$ cat src/hw/arm_pkg.sv
// arm_pkg: constants and types for the per-port acl rule match and action block
package arm_pkg;
    // -------------------------------------------------------------------
    // rule layer select and compare select codes
    // -------------------------------------------------------------------
    localparam logic [1:0] ARM_LAYER_OFF = 2'h0;
    localparam logic [1:0] ARM_LAYER_L2  = 2'h1;
    localparam logic [1:0] ARM_LAYER_L3  = 2'h2;
    localparam logic [1:0] ARM_LAYER_L4  = 2'h3;
    localparam logic [1:0] ARM_CMP_PROTO = 2'h0;
    localparam logic [1:0] ARM_CMP_TCP   = 2'h1;
    localparam logic [1:0] ARM_CMP_UDP   = 2'h2;
    localparam logic [1:0] ARM_CMP_SEQ   = 2'h3;
    localparam logic [1:0] ARM_CMP_COUNT = 2'h0;
    // -------------------------------------------------------------------
    // port range, priority and map mode codes
    // -------------------------------------------------------------------
    localparam logic [1:0] ARM_PC_OFF    = 2'h0;
    localparam logic [1:0] ARM_PC_EITHER = 2'h1;
    localparam logic [1:0] ARM_PC_IN     = 2'h2;
    localparam logic [1:0] ARM_PC_OUT    = 2'h3;
    localparam logic [1:0] ARM_PM_QOS    = 2'h0;
    localparam logic [1:0] ARM_PM_GT     = 2'h1;
    localparam logic [1:0] ARM_PM_LT     = 2'h2;
    localparam logic [1:0] ARM_PM_ALWAYS = 2'h3;
    localparam logic [1:0] ARM_MM_KEEP   = 2'h0;
    localparam logic [1:0] ARM_MM_OR     = 2'h1;
    localparam logic [1:0] ARM_MM_AND    = 2'h2;
    localparam logic [1:0] ARM_MM_REPL   = 2'h3;
    // -------------------------------------------------------------------
    // table shape, count widths and time bases
    // -------------------------------------------------------------------
    localparam int ARM_ENTRIES   = 16;
    localparam int ARM_IDX_W     = 4;
    localparam int ARM_COUNT_W   = 11;
    localparam int ARM_US_NS     = 1000;
    localparam int ARM_CLK_NS    = 5;
    localparam int ARM_US_CYCLES = ARM_US_NS / ARM_CLK_NS;
    localparam int ARM_MS_PER_US = 1000;
    localparam logic [ARM_COUNT_W-1:0] ARM_COUNT_RST = 11'h000;
    localparam logic [ARM_COUNT_W-1:0] ARM_COUNT_ONE = 11'h001;
    // count-mode timer states, binary coded
    typedef enum logic [1:0] {
        ARM_CNT_IDLE = 2'b00,
        ARM_CNT_RUN  = 2'b01,
        ARM_CNT_DONE = 2'b10
    } arm_cnt_state_t;
endpackage : arm_pkg

$ cat src/hw/arm_counter.sv
// arm_counter: count-mode timer or packet counter for one rule entry
`timescale 1ns/1ps
`default_nettype none
module arm_counter
    import arm_pkg::*;
#(
    parameter int COUNT_W = ARM_COUNT_W
) (
    // clock and reset
    input  wire logic               clk,
    input  wire logic               rst_b,
    // configuration of this entry
    input  wire logic               active,
    input  wire logic               algorithm,
    input  wire logic [COUNT_W-1:0] count_value,
    // events
    input  wire logic               tick,
    input  wire logic               hit,
    output logic                    fire
);
    // -------------------------------------------------------------------
    // counter state
    // -------------------------------------------------------------------
    logic [COUNT_W-1:0] count;
    arm_cnt_state_t     state;

    // timer down-counts per unit; packet mode up-counts per hit
    always_ff @(posedge clk or negedge rst_b) begin
        if (!rst_b) begin
            count <= ARM_COUNT_RST;
            state <= ARM_CNT_IDLE;
            fire  <= 1'b0;
        end else begin
            fire <= 1'b0;
            if (!active) begin
                count <= ARM_COUNT_RST;
                state <= ARM_CNT_IDLE;
            end else if (!algorithm) begin
                // a qualifying packet reloads the timer
                case (state)
                    ARM_CNT_IDLE, ARM_CNT_DONE: begin
                        if (hit) begin
                            count <= count_value;
                            state <= ARM_CNT_RUN;
                        end
                    end
                    ARM_CNT_RUN: begin
                        if (hit) begin
                            count <= count_value;
                        end else if (tick) begin
                            if (count <= ARM_COUNT_ONE) begin
                                fire  <= 1'b1;
                                count <= ARM_COUNT_RST;
                                state <= ARM_CNT_DONE;
                            end else begin
                                count <= count - ARM_COUNT_ONE;
                            end
                        end
                    end
                    default: begin
                        state <= ARM_CNT_IDLE;
                    end
                endcase
            end else begin
                // time unit is not used in packet mode
                state <= ARM_CNT_RUN;
                if (hit) begin
                    if (count + ARM_COUNT_ONE >= count_value) begin
                        fire  <= 1'b1;
                        count <= ARM_COUNT_RST;
                    end else begin
                        count <= count + ARM_COUNT_ONE;
                    end
                end
            end
        end
    end
endmodule : arm_counter
`default_nettype wire

$ cat src/hw/arm_rule_match_action.sv
// arm_rule_match_action: 16-entry acl matching and action logic for a port
`timescale 1ns/1ps
`default_nettype none
module arm_rule_match_action
    import arm_pkg::*;
#(
    parameter int ENTRIES = ARM_ENTRIES,
    parameter int PORTS   = 6,
    parameter int MS_DIV  = ARM_MS_PER_US
) (
    // clock and reset
    input  wire logic               CLK,
    input  wire logic               RST_B,
    // table write port
    input  wire logic               TBL_WR,
    input  wire logic [3:0]         TBL_IDX,
    input  wire logic [1:0]         TBL_LAYER_SELECT,
    input  wire logic [1:0]         TBL_COMPARE_SELECT,
    input  wire logic               TBL_SIDE_SOURCE,
    input  wire logic               TBL_MATCH_POLARITY,
    input  wire logic [31:0]        TBL_PORT_BOUNDS,
    input  wire logic [1:0]         TBL_PORT_RANGE_COMPARE,
    input  wire logic [7:0]         TBL_IP_NEXT_HEADER_VALUE,
    input  wire logic               TBL_TCP_FLAG_CHECK_ON,
    input  wire logic [7:0]         TBL_TCP_FLAG_IGNORE_BITS,
    input  wire logic [7:0]         TBL_TCP_FLAG_VALUE,
    input  wire logic [1:0]         TBL_PRIORITY_MODE,
    input  wire logic [2:0]         TBL_PRIORITY,
    input  wire logic               TBL_REMARK_ENABLE,
    input  wire logic [2:0]         TBL_REMARK_LEVEL,
    input  wire logic [1:0]         TBL_FORWARD_MAP_MODE,
    input  wire logic [PORTS-1:0]   TBL_FORWARD_MAP,
    input  wire logic               TBL_COUNT_TIME_UNIT,
    input  wire logic               TBL_COUNT_ALGORITHM,
    input  wire logic [7:0]         TBL_PROCESS,
    // parsed packet header
    input  wire logic               PKT_VALID,
    input  wire logic               PKT_L2_HIT,
    input  wire logic               PKT_L3_HIT,
    input  wire logic               PKT_IS_TCP,
    input  wire logic               PKT_IS_UDP,
    input  wire logic [7:0]         PKT_PROTOCOL,
    input  wire logic [15:0]        PKT_SRC_PORT,
    input  wire logic [15:0]        PKT_DST_PORT,
    input  wire logic [31:0]        PKT_TCP_SEQ,
    input  wire logic [7:0]         PKT_TCP_FLAGS,
    input  wire logic [2:0]         PKT_QOS_PRIORITY,
    input  wire logic [2:0]         PKT_VLAN_PCP,
    input  wire logic [PORTS-1:0]   PKT_LOOKUP_MAP,
    // action result
    output logic                    RES_VALID,
    output logic                    RES_HIT,
    output logic [2:0]              RES_PRIORITY,
    output logic [2:0]              RES_VLAN_PCP,
    output logic [PORTS-1:0]        RES_FORWARD_MAP,
    // interrupt status and masks
    input  wire logic [ENTRIES-1:0] INT_CLEAR,
    input  wire logic               PORT_INT_MASK,
    input  wire logic               GLOBAL_INT_MASK,
    output logic [ENTRIES-1:0]      INT_STATUS,
    output logic                    PORT_INT_STATUS,
    output logic                    GLOBAL_INT_STATUS,
    output logic                    INT_OUT
);
    // -------------------------------------------------------------------
    // rule table storage
    // -------------------------------------------------------------------
    logic [1:0]       t_layer [ENTRIES];
    logic [1:0]       t_cmp   [ENTRIES];
    logic             t_side  [ENTRIES];
    logic             t_pol   [ENTRIES];
    logic [31:0]      t_bound [ENTRIES];
    logic [1:0]       t_pc    [ENTRIES];
    logic [7:0]       t_proto [ENTRIES];
    logic             t_fme   [ENTRIES];
    logic [7:0]       t_tcp_flag_ignore_bits [ENTRIES];
    logic [7:0]       t_flag  [ENTRIES];
    logic [1:0]       t_pm    [ENTRIES];
    logic [2:0]       t_prio  [ENTRIES];
    logic             t_rpe   [ENTRIES];
    logic [2:0]       t_rp    [ENTRIES];
    logic [1:0]       t_mm    [ENTRIES];
    logic [PORTS-1:0] t_fwd   [ENTRIES];
    logic             t_tu    [ENTRIES];
    logic             t_ca    [ENTRIES];
    logic [7:0]       t_proc  [ENTRIES];

    // all fields of one entry are written together
    always_ff @(posedge CLK or negedge RST_B) begin
        if (!RST_B) begin
            for (int i = 0; i < ENTRIES; i++) begin
                t_layer[i] <= ARM_LAYER_OFF;
                t_cmp[i]   <= 2'h0;
                t_side[i]  <= 1'b0;
                t_pol[i]   <= 1'b0;
                t_bound[i] <= 32'h0000_0000;
                t_pc[i]    <= ARM_PC_OFF;
                t_proto[i] <= 8'h00;
                t_fme[i]   <= 1'b0;
                t_tcp_flag_ignore_bits[i] <= 8'h00;
                t_flag[i]  <= 8'h00;
                t_pm[i]    <= ARM_PM_QOS;
                t_prio[i]  <= 3'h0;
                t_rpe[i]   <= 1'b0;
                t_rp[i]    <= 3'h0;
                t_mm[i]    <= ARM_MM_KEEP;
                t_fwd[i]   <= '0;
                t_tu[i]    <= 1'b0;
                t_ca[i]    <= 1'b0;
                t_proc[i]  <= 8'h00;
            end
        end else if (TBL_WR) begin
            t_layer[TBL_IDX] <= TBL_LAYER_SELECT;
            t_cmp[TBL_IDX]   <= TBL_COMPARE_SELECT;
            t_side[TBL_IDX]  <= TBL_SIDE_SOURCE;
            t_pol[TBL_IDX]   <= TBL_MATCH_POLARITY;
            t_bound[TBL_IDX] <= TBL_PORT_BOUNDS;
            t_pc[TBL_IDX]    <= TBL_PORT_RANGE_COMPARE;
            t_proto[TBL_IDX] <= TBL_IP_NEXT_HEADER_VALUE;
            t_fme[TBL_IDX]   <= TBL_TCP_FLAG_CHECK_ON;
            t_tcp_flag_ignore_bits[TBL_IDX] <= TBL_TCP_FLAG_IGNORE_BITS;
            t_flag[TBL_IDX]  <= TBL_TCP_FLAG_VALUE;
            t_pm[TBL_IDX]    <= TBL_PRIORITY_MODE;
            t_prio[TBL_IDX]  <= TBL_PRIORITY;
            t_rpe[TBL_IDX]   <= TBL_REMARK_ENABLE;
            t_rp[TBL_IDX]    <= TBL_REMARK_LEVEL;
            t_mm[TBL_IDX]    <= TBL_FORWARD_MAP_MODE;
            t_fwd[TBL_IDX]   <= TBL_FORWARD_MAP;
            t_tu[TBL_IDX]    <= TBL_COUNT_TIME_UNIT;
            t_ca[TBL_IDX]    <= TBL_COUNT_ALGORITHM;
            t_proc[TBL_IDX]  <= TBL_PROCESS;
        end
    end

    // -------------------------------------------------------------------
    // per-entry matching
    // -------------------------------------------------------------------
    logic [ENTRIES-1:0] match;
    logic [ENTRIES-1:0] count_mode;

    // each entry matches on its own; the lowest matching entry acts
    always_comb begin
        logic [15:0] port;
        logic [15:0] hi;
        logic [15:0] lo;
        logic        eq;
        logic        range_ok;
        logic        flag_ok;
        port     = 16'h0000;
        hi       = 16'h0000;
        lo       = 16'h0000;
        eq       = 1'b0;
        range_ok = 1'b0;
        flag_ok  = 1'b0;
        for (int i = 0; i < ENTRIES; i++) begin
            count_mode[i] = (t_layer[i] == ARM_LAYER_L2) &&
                            (t_cmp[i] == ARM_CMP_COUNT);
            port = t_side[i] ? PKT_SRC_PORT : PKT_DST_PORT;
            hi   = t_bound[i][31:16];
            lo   = t_bound[i][15:0];
            case (t_pc[i])
                ARM_PC_EITHER: range_ok = (port == hi) || (port == lo);
                ARM_PC_IN:     range_ok = (port >= lo) && (port <= hi);
                ARM_PC_OUT:    range_ok = (port < lo) || (port > hi);
                default:       range_ok = 1'b1;
            endcase
            flag_ok = !t_fme[i] ||
                ((PKT_TCP_FLAGS & ~t_tcp_flag_ignore_bits[i]) ==
                 (t_flag[i] & ~t_tcp_flag_ignore_bits[i]));
            case (t_cmp[i])
                ARM_CMP_PROTO: eq = PKT_PROTOCOL == t_proto[i];
                ARM_CMP_TCP:   eq = PKT_IS_TCP && range_ok && flag_ok;
                ARM_CMP_UDP:   eq = PKT_IS_UDP && range_ok;
                ARM_CMP_SEQ:   eq = PKT_IS_TCP &&
                                    (PKT_TCP_SEQ == t_bound[i]) && flag_ok;
                default:       eq = 1'b0;
            endcase
            // layer 2 and layer 3 compares come pre-resolved
            case (t_layer[i])
                ARM_LAYER_L4: match[i] = PKT_VALID &&
                                         (eq == t_pol[i]);
                ARM_LAYER_L3: match[i] = PKT_VALID &&
                                         (PKT_L3_HIT == t_pol[i]);
                ARM_LAYER_L2: match[i] = PKT_VALID && !count_mode[i] &&
                                         (PKT_L2_HIT == t_pol[i]);
                default:      match[i] = 1'b0;
            endcase
        end
    end

    // -------------------------------------------------------------------
    // action of the first matching entry
    // -------------------------------------------------------------------
    logic [ARM_IDX_W-1:0] sel;
    logic                 any;
    logic [2:0]           next_prio;
    logic [2:0]           next_pcp;
    logic [PORTS-1:0]     next_map;

    always_comb begin
        sel = '0;
        any = 1'b0;
        for (int i = ENTRIES - 1; i >= 0; i--) begin
            if (match[i]) begin
                sel = ARM_IDX_W'(i);
                any = 1'b1;
            end
        end
    end

    // count-mode entries never carry actions since match excludes them
    always_comb begin
        next_prio = PKT_QOS_PRIORITY;
        next_pcp  = PKT_VLAN_PCP;
        next_map  = PKT_LOOKUP_MAP;
        if (any) begin
            case (t_pm[sel])
                ARM_PM_GT: if (t_prio[sel] > PKT_QOS_PRIORITY) begin
                    next_prio = t_prio[sel];
                end
                ARM_PM_LT: if (t_prio[sel] < PKT_QOS_PRIORITY) begin
                    next_prio = t_prio[sel];
                end
                ARM_PM_ALWAYS: next_prio = t_prio[sel];
                default:       next_prio = PKT_QOS_PRIORITY;
            endcase
            if (t_rpe[sel]) begin
                next_pcp = t_rp[sel];
            end
            // bit 0 of the map stands for port 1
            case (t_mm[sel])
                ARM_MM_OR:   next_map = PKT_LOOKUP_MAP | t_fwd[sel];
                ARM_MM_AND:  next_map = PKT_LOOKUP_MAP & t_fwd[sel];
                ARM_MM_REPL: next_map = t_fwd[sel];
                default:     next_map = PKT_LOOKUP_MAP;
            endcase
        end
    end

    // result registered one cycle after the header
    always_ff @(posedge CLK or negedge RST_B) begin
        if (!RST_B) begin
            RES_VALID       <= 1'b0;
            RES_HIT         <= 1'b0;
            RES_PRIORITY    <= 3'h0;
            RES_VLAN_PCP    <= 3'h0;
            RES_FORWARD_MAP <= '0;
        end else begin
            RES_VALID       <= PKT_VALID;
            RES_HIT         <= any;
            RES_PRIORITY    <= next_prio;
            RES_VLAN_PCP    <= next_pcp;
            RES_FORWARD_MAP <= next_map;
        end
    end

    // -------------------------------------------------------------------
    // time base: microsecond and millisecond ticks
    // -------------------------------------------------------------------
    logic [7:0] us_div;
    logic [9:0] ms_div;
    logic       us_tick;
    logic       ms_tick;

    // free running, so the first tick after arming may come up to a unit early
    always_ff @(posedge CLK or negedge RST_B) begin
        if (!RST_B) begin
            us_div  <= 8'h00;
            ms_div  <= 10'h000;
            us_tick <= 1'b0;
            ms_tick <= 1'b0;
        end else begin
            us_tick <= 1'b0;
            ms_tick <= 1'b0;
            if (us_div == 8'(ARM_US_CYCLES - 1)) begin
                us_div  <= 8'h00;
                us_tick <= 1'b1;
                if (ms_div == 10'(MS_DIV - 1)) begin
                    ms_div  <= 10'h000;
                    ms_tick <= 1'b1;
                end else begin
                    ms_div <= ms_div + 10'h001;
                end
            end else begin
                us_div <= us_div + 8'h01;
            end
        end
    end

    // -------------------------------------------------------------------
    // count-mode counters, one per entry
    // -------------------------------------------------------------------
    logic [ENTRIES-1:0] fire;

    for (genvar g = 0; g < ENTRIES; g++) begin : g_cnt
        arm_counter #(
            .COUNT_W (ARM_COUNT_W)
        ) u_cnt (
            .clk         (CLK),
            .rst_b       (RST_B),
            .active      (count_mode[g]),
            .algorithm   (t_ca[g]),
            .count_value ({t_pm[g], t_prio[g], t_rpe[g], t_rp[g],
                           t_mm[g]}),
            .tick        (t_tu[g] ? ms_tick : us_tick),
            .hit         (PKT_VALID && PKT_L2_HIT),
            .fire        (fire[g])
        );
    end

    // -------------------------------------------------------------------
    // interrupt status and masks
    // -------------------------------------------------------------------
    // set wins over clear so no expiry is lost
    always_ff @(posedge CLK or negedge RST_B) begin
        if (!RST_B) begin
            INT_STATUS <= '0;
        end else begin
            INT_STATUS <= (INT_STATUS & ~INT_CLEAR) | fire;
        end
    end

    // port level feeds the global level
    assign PORT_INT_STATUS   = |INT_STATUS;
    assign GLOBAL_INT_STATUS = PORT_INT_STATUS && !PORT_INT_MASK;
    assign INT_OUT           = GLOBAL_INT_STATUS && !GLOBAL_INT_MASK;
endmodule : arm_rule_match_action
`default_nettype wire

$ cat config.mk
export PLATFORM = sky130hd
export DESIGN_NAME = arm_rule_match_action
export DESIGN_NICKNAME = d
export VERILOG_FILES = /design/src/hw/arm_pkg.sv /design/src/hw/arm_counter.sv /design/src/hw/arm_rule_match_action.sv
export SDC_FILE = /design/constraint.sdc
export NUM_CORES = 2
export LEC_CHECK = 0
export BUFFER_PORTS_ARGS = -buffer_cell sky130_fd_sc_hd__buf_2
export CAP_MARGIN = 20
export CORE_MARGIN = 8
export CORE_UTILIZATION = 55
export CTS_CLUSTER_DIAMETER = 60
export DETAILED_ROUTE_END_ITERATION = 7
export PLACE_DENSITY_LB_ADDON = 0.2
export SLEW_MARGIN = 0
export SYNTH_ARGS = -nofsm -noshare
export SYNTH_HDL_FRONTEND = slang
export SYNTH_SLANG_ARGS = --single-unit
$ cat constraint.sdc
create_clock -name CLK -period 7.25 [get_ports CLK]
set_input_delay 0.725 -clock CLK [delete_from_list [all_inputs] [get_ports CLK]]
set_output_delay 0.725 -clock CLK [all_outputs]
set_load 0.02 [all_outputs]
# Yosys cells after proc, flatten, opt, wreduce, memory -nomap -nowiden
# Index checks and enable logic that the tools add are counted.
[totals] reg_bits=1618 input_bits=214 elab_cells=1861
[op_classes] add_sub_neg=34 magnitude_cmp=101 n_eq_ne=440 muxes=542 n_bitwise=55 n_reduce_logical=343
[ops] cell="two-way mux 11 bit" n=128
[ops] cell="bitwise mux 512 bit" n=1
[ops] cell="== test 16 bit" n=32
[ops] cell="== test 32 bit" n=16
[ops] cell="bitwise mux 128 bit" n=3
[ops] cell="!= test 4 bit (second input constant)" n=96
[ops] cell="one-hot mux 11 bit (2 select lines)" n=16
[ops] cell="bitwise AND 8 bit" n=32
[ops] cell="== test 8 bit" n=32
[ops] cell="greater-or-equal comparator 16 bit" n=16
[ops] cell="greater-than comparator 16 bit" n=16
[ops] cell="less-or-equal comparator 16 bit" n=16
[ops] cell="< comparator 16 bit" n=16
[ops] cell="two-way mux 16 bit" n=16
[ops] cell="== test 2 bit (second input constant)" n=116
[ops] cell="logical AND 1 bit" n=180
[ops] cell="adder 11 x 1 -> 11 bit (second input constant)" n=16
[ops] cell="greater-or-equal comparator 11 bit" n=16
[ops] cell="less-or-equal comparator 11 x 1 -> 1 bit (second input constant)" n=16
[ops] cell="subtractor 11 x 1 -> 11 bit (second input constant)" n=16
[ops] cell="two-way mux 2 bit" n=86
[ops] cell="two-way mux 1 bit" n=166
[ops] cell="bitwise mux 32 bit" n=5
[ops] cell="== test 2 x 1 -> 1 bit (second input constant)" n=66
[ops] cell="47 further kinds" n=396

# Logic depth before layout (Yosys ltp)
[depth] ltp_word=34 depth_mapped=30 ltp_nobuf=26

# Cells and area by module
# Synthesis repeated with hierarchy kept, for this count alone.
[hier_totals] cells_unflattened=10694 hier_area_um2=106566.0
[by_module_without_submodules] module="arm_rule_match_action" n_inst=1 cells_each=7628 area_each_um2=82321.5 seq_area_each_um2=34883.5
[by_module_without_submodules] module="arm_counter at g_cnt[0].u_cnt ..." n_inst=15 cells_each=191 area_each_um2=1510.2 seq_area_each_um2=350.3
[by_module_without_submodules] module="arm_counter at g_cnt[6].u_cnt" n_inst=1 cells_each=201 area_each_um2=1591.5 seq_area_each_um2=350.3

# Worst setup path before layout
# OpenSTA, ideal clock, no wires.
[synth_path] path_kind="flip-flop to flip-flop" from="reg t_side[12] (netlist name)" to="reg RES_PRIORITY[0]" setup_time_ns=0.121 t_arrival_ns=6.446 required_time_ns=7.129 setup_slack_ns=0.683 path_stages_with_launch=27 n_path_buf=4 path_cell_list="dfrtp_1 clkbuf_1 buf_1 mux2_2 ha_1 nand3_1 or4_4 a21o_1 a21oi_1 mux2_4 o311a_1 or3_4 o21a_1 or3_1 buf_2 nor2b_2 buf_6 mux4_2 mux2i_1 mux2i_2 ha_1 a21oi_1 or2_2 a211oi_1 o32ai_1 a22oi_1 nor2_1"
[synth_via] elab_chain_len=22 word_cells_on_any_way=42 classes_between="order compare: 6; eq/ne: 6; mux: 22; bitwise: 1; reduce/logical: 7"
[synth_rtl] element="start, declared" line_no="arm_rule_match_action.sv:70" text="logic t_side [ENTRIES];"
[synth_rtl] element="start signal, assigned by index" line_no="arm_rule_match_action.sv:94" text="t_side[i] <= 1'b0;"
[synth_rtl] element="start signal, assigned by index" line_no="arm_rule_match_action.sv:115" text="t_side[TBL_IDX] <= TBL_SIDE_SOURCE;"
[synth_rtl] element="two-way mux 16 bit *" line_no="arm_rule_match_action.sv:158" text="port = t_side[i] ? PKT_SRC_PORT : PKT_DST_PORT;"
[synth_rtl] element="< comparator 16 bit, or another cell as far along" line_no="arm_rule_match_action.sv:164" text="ARM_PC_OUT: range_ok = (port < lo) || (port > hi);"
[synth_rtl] element="logical OR 1 bit, or another cell as far along" line_no="arm_rule_match_action.sv:164"
[synth_rtl] element="one-hot mux 1 bit (3 select lines) *" line_no="arm_rule_match_action.sv:161" text="case (t_pc[i])"
[synth_rtl] element="logical AND 1 bit (2 in a row)" line_no="arm_rule_match_action.sv:172" text="ARM_CMP_TCP: eq = PKT_IS_TCP && range_ok && flag_ok;"
[synth_rtl] element="one-hot mux 1 bit (4 select lines) *" line_no="arm_rule_match_action.sv:170" text="case (t_cmp[i])"
[synth_rtl] element="== test 1 bit *" line_no="arm_rule_match_action.sv:181" text="(eq == t_pol[i]);"
[synth_rtl] element="logical AND 1 bit *" line_no="arm_rule_match_action.sv:180" text="ARM_LAYER_L4: match[i] = PKT_VALID &&"
[synth_rtl] element="[5 not listed]"
[synth_rtl] element="inverter 4 -> 5 bit (implied by the code)"
[synth_rtl] element="binary-select mux 3 bit (select 4 bit)"
[synth_rtl] element="two-way mux 3 bit (implied by the code) (2 in a row)"
[synth_rtl] element="< comparator 3 bit / greater-than comparator 3 bit (equally long branches)" line_no="arm_rule_match_action.sv:221, arm_rule_match_action.sv:218"
[synth_rtl] element="two-way mux 3 bit (on tied branches)" line_no="arm_rule_match_action.sv:221, arm_rule_match_action.sv:218"
[synth_rtl] element="one-hot mux 3 bit (3 select lines)" line_no="arm_rule_match_action.sv:217" text="case (t_pm[sel])"
[synth_rtl] element="two-way mux 3 bit *" line_no="arm_rule_match_action.sv:216" text="if (any) begin"
[synth_rtl] element="net next_prio[0]" line_no="arm_rule_match_action.sv:196" text="logic [2:0] next_prio;"
[synth_rtl] element="end signal, assigned" line_no="arm_rule_match_action.sv:251" text="RES_PRIORITY <= next_prio;"
[synth_rtl] element="end, declared" line_no="arm_rule_match_action.sv:53" text="output logic [2:0] RES_PRIORITY,"
# Mark *: on every way through the listed nets, which the timed path passes. The rest lies on a longest branch. The select of a mux whose other input is x is not followed.
# A chain may end at the register's enable or synchronous reset.

# Worst setup path in the final report
[layout_path] from="reg t_side[4] (netlist name)" to="reg RES_PRIORITY[1]"
[layout_via] elab_chain_len=30 word_cells_on_any_way=58 classes_between="order compare: 6; eq/ne: 6; mux: 38; bitwise: 1; reduce/logical: 7"
[layout_rtl] element="two-way mux 16 bit *" line_no="arm_rule_match_action.sv:158"
[layout_rtl] element="< comparator 16 bit, or another cell as far along" line_no="arm_rule_match_action.sv:164"
[layout_rtl] element="logical OR 1 bit, or another cell as far along" line_no="arm_rule_match_action.sv:164"
[layout_rtl] element="one-hot mux 1 bit (3 select lines) *" line_no="arm_rule_match_action.sv:161"
[layout_rtl] element="logical AND 1 bit (2 in a row)" line_no="arm_rule_match_action.sv:172"
[layout_rtl] element="one-hot mux 1 bit (4 select lines) *" line_no="arm_rule_match_action.sv:170"
[layout_rtl] element="== test 1 bit *" line_no="arm_rule_match_action.sv:181"
[layout_rtl] element="logical AND 1 bit *" line_no="arm_rule_match_action.sv:180"
[layout_rtl] element="[13 not listed]"
[layout_rtl] element="inverter 4 -> 5 bit (implied by the code)"
[layout_rtl] element="binary-select mux 3 bit (select 4 bit)"
[layout_rtl] element="two-way mux 3 bit (implied by the code) (2 in a row)"
[layout_rtl] element="< comparator 3 bit / greater-than comparator 3 bit (equally long branches)" line_no="arm_rule_match_action.sv:221, arm_rule_match_action.sv:218"
[layout_rtl] element="two-way mux 3 bit (on tied branches)" line_no="arm_rule_match_action.sv:221, arm_rule_match_action.sv:218"
[layout_rtl] element="one-hot mux 3 bit (3 select lines)" line_no="arm_rule_match_action.sv:217"
[layout_rtl] element="two-way mux 3 bit *" line_no="arm_rule_match_action.sv:216"
[layout_rtl] element="net next_prio[1]" line_no="arm_rule_match_action.sv:196"
# Marked as above.

==> flow_summary_export.csv <==
group,metric,value,unit
final_layout,final_nets,12200,
power_and_ir_drop,clockPowerShare,27.5,%
worst_setup_path,r2r_setup_slack,200,ps
clock_tree,cts_root_buf,"clkbuf_16",
logic_synthesis,ys.flop_type,"dfrtp_1",
final_layout,layout_commonest_cell,"dfrtp_1",
placement,gp_congestion,1.02,
timing,fin_skew,51.4,ps
clock_tree,insertion_delay,890,ps
logic_synthesis,synth_top_area_cell,"dfrtp_1",
logic_synthesis,synth_edf_count,0,
global_route,grt.overflow.total,0,
drt,drt_wl_total,394,mm
power_and_ir_drop,seqPwrFrac,34.1,%
power_and_ir_drop,powerDensity,314,nW/um^2
clock_tree,post-cts-setup-buffers,0,
logic_synthesis,syn_nets,12000,
worst_setup_path,cp-end-kind,"flop",
worst_setup_path,crit_arrival,7810,ps
job,cap_viol_max_count,0,
floorplanning,io-pin-count,247,
timing,rsz0062_at_grt,"no",
clock_tree,cts_tree,"built",
timing,finalSetupViolCount,0,
logic_synthesis,avgSynthCellArea,9.62,um^2
floorplanning,dieWidth,455,um
placement,numPortBuffers,238,
power_and_ir_drop,vdd_drop_max,0.277,mV
global_route,grt_use_total,37.2,%
clock_tree,cts.clk_slew.worst_paths,60,ps
worst_setup_path,crit_top_cell,"buf_4",
logic_synthesis,synth_area_leaders,"dfrtp_1, mux2_2, ha_1, xnor2_1, o21ai_0",
drt,drt-pass1-iter-count,7,
timing,min_period_over_period,97.3,%
drt,wl_per_cell,28.3,um
drt,drt-initial-drc-count,10200,
global_route,grt_pass1_wl,574,mm
logic_synthesis,yosys.area.top_type_share,38.3,%
floorplanning,die_h,455,um
power_and_ir_drop,switching_share,37.9,%
final_layout,layout_common_cells,"dfrtp_1, mux2_2, inv_1",
global_route,grt_max_degree,164,
timing,fin_tns_setup,0,ps
power_and_ir_drop,intPower,23.2,mW
drt,antenna_left,0,
worst_setup_path,max_stage_delay,830,ps
logic_synthesis,yosysWarnings,0,
timing,hold_viol,0,
clock_tree,cts_max_path_buffers,3,
logic_synthesis,seq_area_frac_synth,38.3,%
worst_setup_path,critPathMaxFanout,12,
worst_setup_path,rr_startpoint,"t_side[4]",
clock_tree,cts_buffers,193,
logic_synthesis,async_flop_share,100,%
outcome,status,"complete, no violations",
clock_tree,htree_levels,4,
worst_setup_path,cp_slowest_cell,"dfrtp_1",
timing,slew_headroom,21.0,%
drt,drc,0,
worst_setup_path,r2r_cells,29,
drt,vias,88600,
final_layout,final_util,61.9,%
drt,via_per_inst,6.36,
worst_setup_path,cp_data_required_time,8010,ps
worst_setup_path,crit_type,"flop to flop",
logic_synthesis,netlist_area,106000,um^2
floorplanning,core-area,192000,um^2
floorplanning,rows,161,
global_route,grt_pass1_vias,85500,
timing,fmax,142,MHz
logic_synthesis,synthCells,11000,
final_layout,area_delta_synth_final,12.3,%
power_and_ir_drop,p_sw,14.1,mW
timing,final_max_slew_viol_count,0,
worst_setup_path,worst_r2r_endpoint,"RES_PRIORITY[1]",
hold_path,hold_path_end,"RES_VLAN_PCP[2]",
hold_path,worstHoldPathCells,3,
floorplanning,die_area,207000,um^2
logic_synthesis,ys_seq_elements,1618,
power_and_ir_drop,power_leakage,52.9,nW
logic_synthesis,synthDistinctLibCells,100,
worst_setup_path,start_kind,"flop",
placement,dp_hpwl,278,mm
timing,tightest_slew,1180,ps
final_layout,drive_gt1_share,21.1,%
power_and_ir_drop,comb_power_share,38.3,%
hold_path,hold_path_startpoint,"PKT_VLAN_PCP[2]",
timing,layout_min_cycle_time,7050,ps
clock_tree,cts.sinks,1618,
floorplanning,start_util,55.2,%
global_route,antenna_found_initial,55,
hold_path,hp-class,"primary input to flop",
cell usage after synthesis, drive strengths merged (52+ instances only):
cell	count
nand2	821
o22ai	94
mux2	1201
a21oi	440
nand2b	126
a21o	56
nand3	256
xnor2	723
and3	80
a211oi	84
xor2	340
mux2i	122
clkbuf	556
nor3	222
dfrtp	1618
nor4	149
nand4	215
nor2	461
ha	741
nor2b	103
inv	836
buf	164
o21ai	749
a22oi	99
a311oi	52
kinds of logic after synthesis:
family | share of synthesized area (%)
mux | 14.1
xor+xnor | 8.80
fa+ha+maj | 8.76
flops | 38.3
compound gates | 11.8
buf+inv | 5.81
simple gates | 12.5
through the flow:
step,power [mW],instances,worst slack (ps),hold WS [ps],area [um^2]
floorplan,21.2,11000,683,404,106000
global placement,26.3,13600,-160,412,112000
detailed placement,26.7,13600,-175,414,112000
CTS,37.1,13900,170,13.8,119000
global route,39.1,13900,24.7,74.8,119000
finish,37.3,13900,197,69.5,119000
what timing repair did:
action                                 in CTS  in global routing
endpoints found under the hold margin      92                  0
setup endpoints to repair                   0                  9
gates resized for setup                     0                  9
hold buffers                                2                  0
worst max-delay path: cells and delay by family, from the launching register on:
family	cells	cell delay [ps]
AO/OA/AOI/OAI	13	2660
multiplexers	5	1420
flip-flops	1	830
buffers and inverters	5	710
AND/OR/NAND/NOR	3	690
adder cells (fa/ha/maj)	2	480
XOR/XNOR	1	140
routing by layer:
| metal | global-route usage [%] | up-vias | part of all wire, % |
|---|---|---|---|
| met5 | 0 | - | 0.027 |
| met4 | 17.8 | 16 | 5.3 |
| met2 | 55.1 | 4339 | 43 |
| met1 | 51.6 | 44200 | 42 |
| met3 | 8.63 | 904 | 10 |
| li1 | - | 39100 | - |
state kept, by name, summed over array words and instances (netlist names), 32 cells and up:
signal	cells
t_bound	512
g_cnt.u_cnt.count	176
t_flag	128
t_proto	128
t_tcp_flag_ignore_bits	128
t_fwd	96
t_prio	48
t_rp	48
g_cnt.u_cnt.state	32
t_cmp	32
t_layer	32
t_mm	32
t_pc	32
t_pm	32
layout make-up:
class | instances | area [um^2]
Inverter | 836 | 3140
Sequential cell | 1618 | 40500
Fill cell | 16200 | 73000
Tap cell | 2526 | 3160
Timing Repair Buffer | 755 | 5780
Clock inverter | 83 | 1170
Multi-Input combinational cell | 7821 | 59300
Antenna cell | 30 | 75.1
Clock buffer | 271 | 5620
worst max path at each step:
stage / cells after the start / slack (ps) / endpoint / startpoint
after floorplan: 26 / 680 / RES_PRIORITY[0] / t_side[12]
after global placement: 27 / -160 / RES_PRIORITY[1] / PKT_DST_PORT[13]
after detailed placement: 27 / -170 / RES_PRIORITY[1] / PKT_SRC_PORT[13]
after CTS: 30 / 170 / RES_PRIORITY[1] / t_side[1]
after global routing: 29 / 20 / RES_PRIORITY[0] / t_side[4]
final: 29 / 200 / RES_PRIORITY[1] / t_side[4]
power by group through the flow:
stage / logic (mW) / clock network [mW] / registers (mW)
after floorplan: 9.12 / 0 / 12.1
after global placement: 13.6 / 0 / 12.7
after detailed placement: 13.9 / 0 / 12.8
after CTS: 14.0 / 10.4 / 12.7
after global routing: 15.4 / 10.7 / 12.9
final: 14.3 / 10.3 / 12.7
No activity file was read; power rests on OpenSTA's default activity.
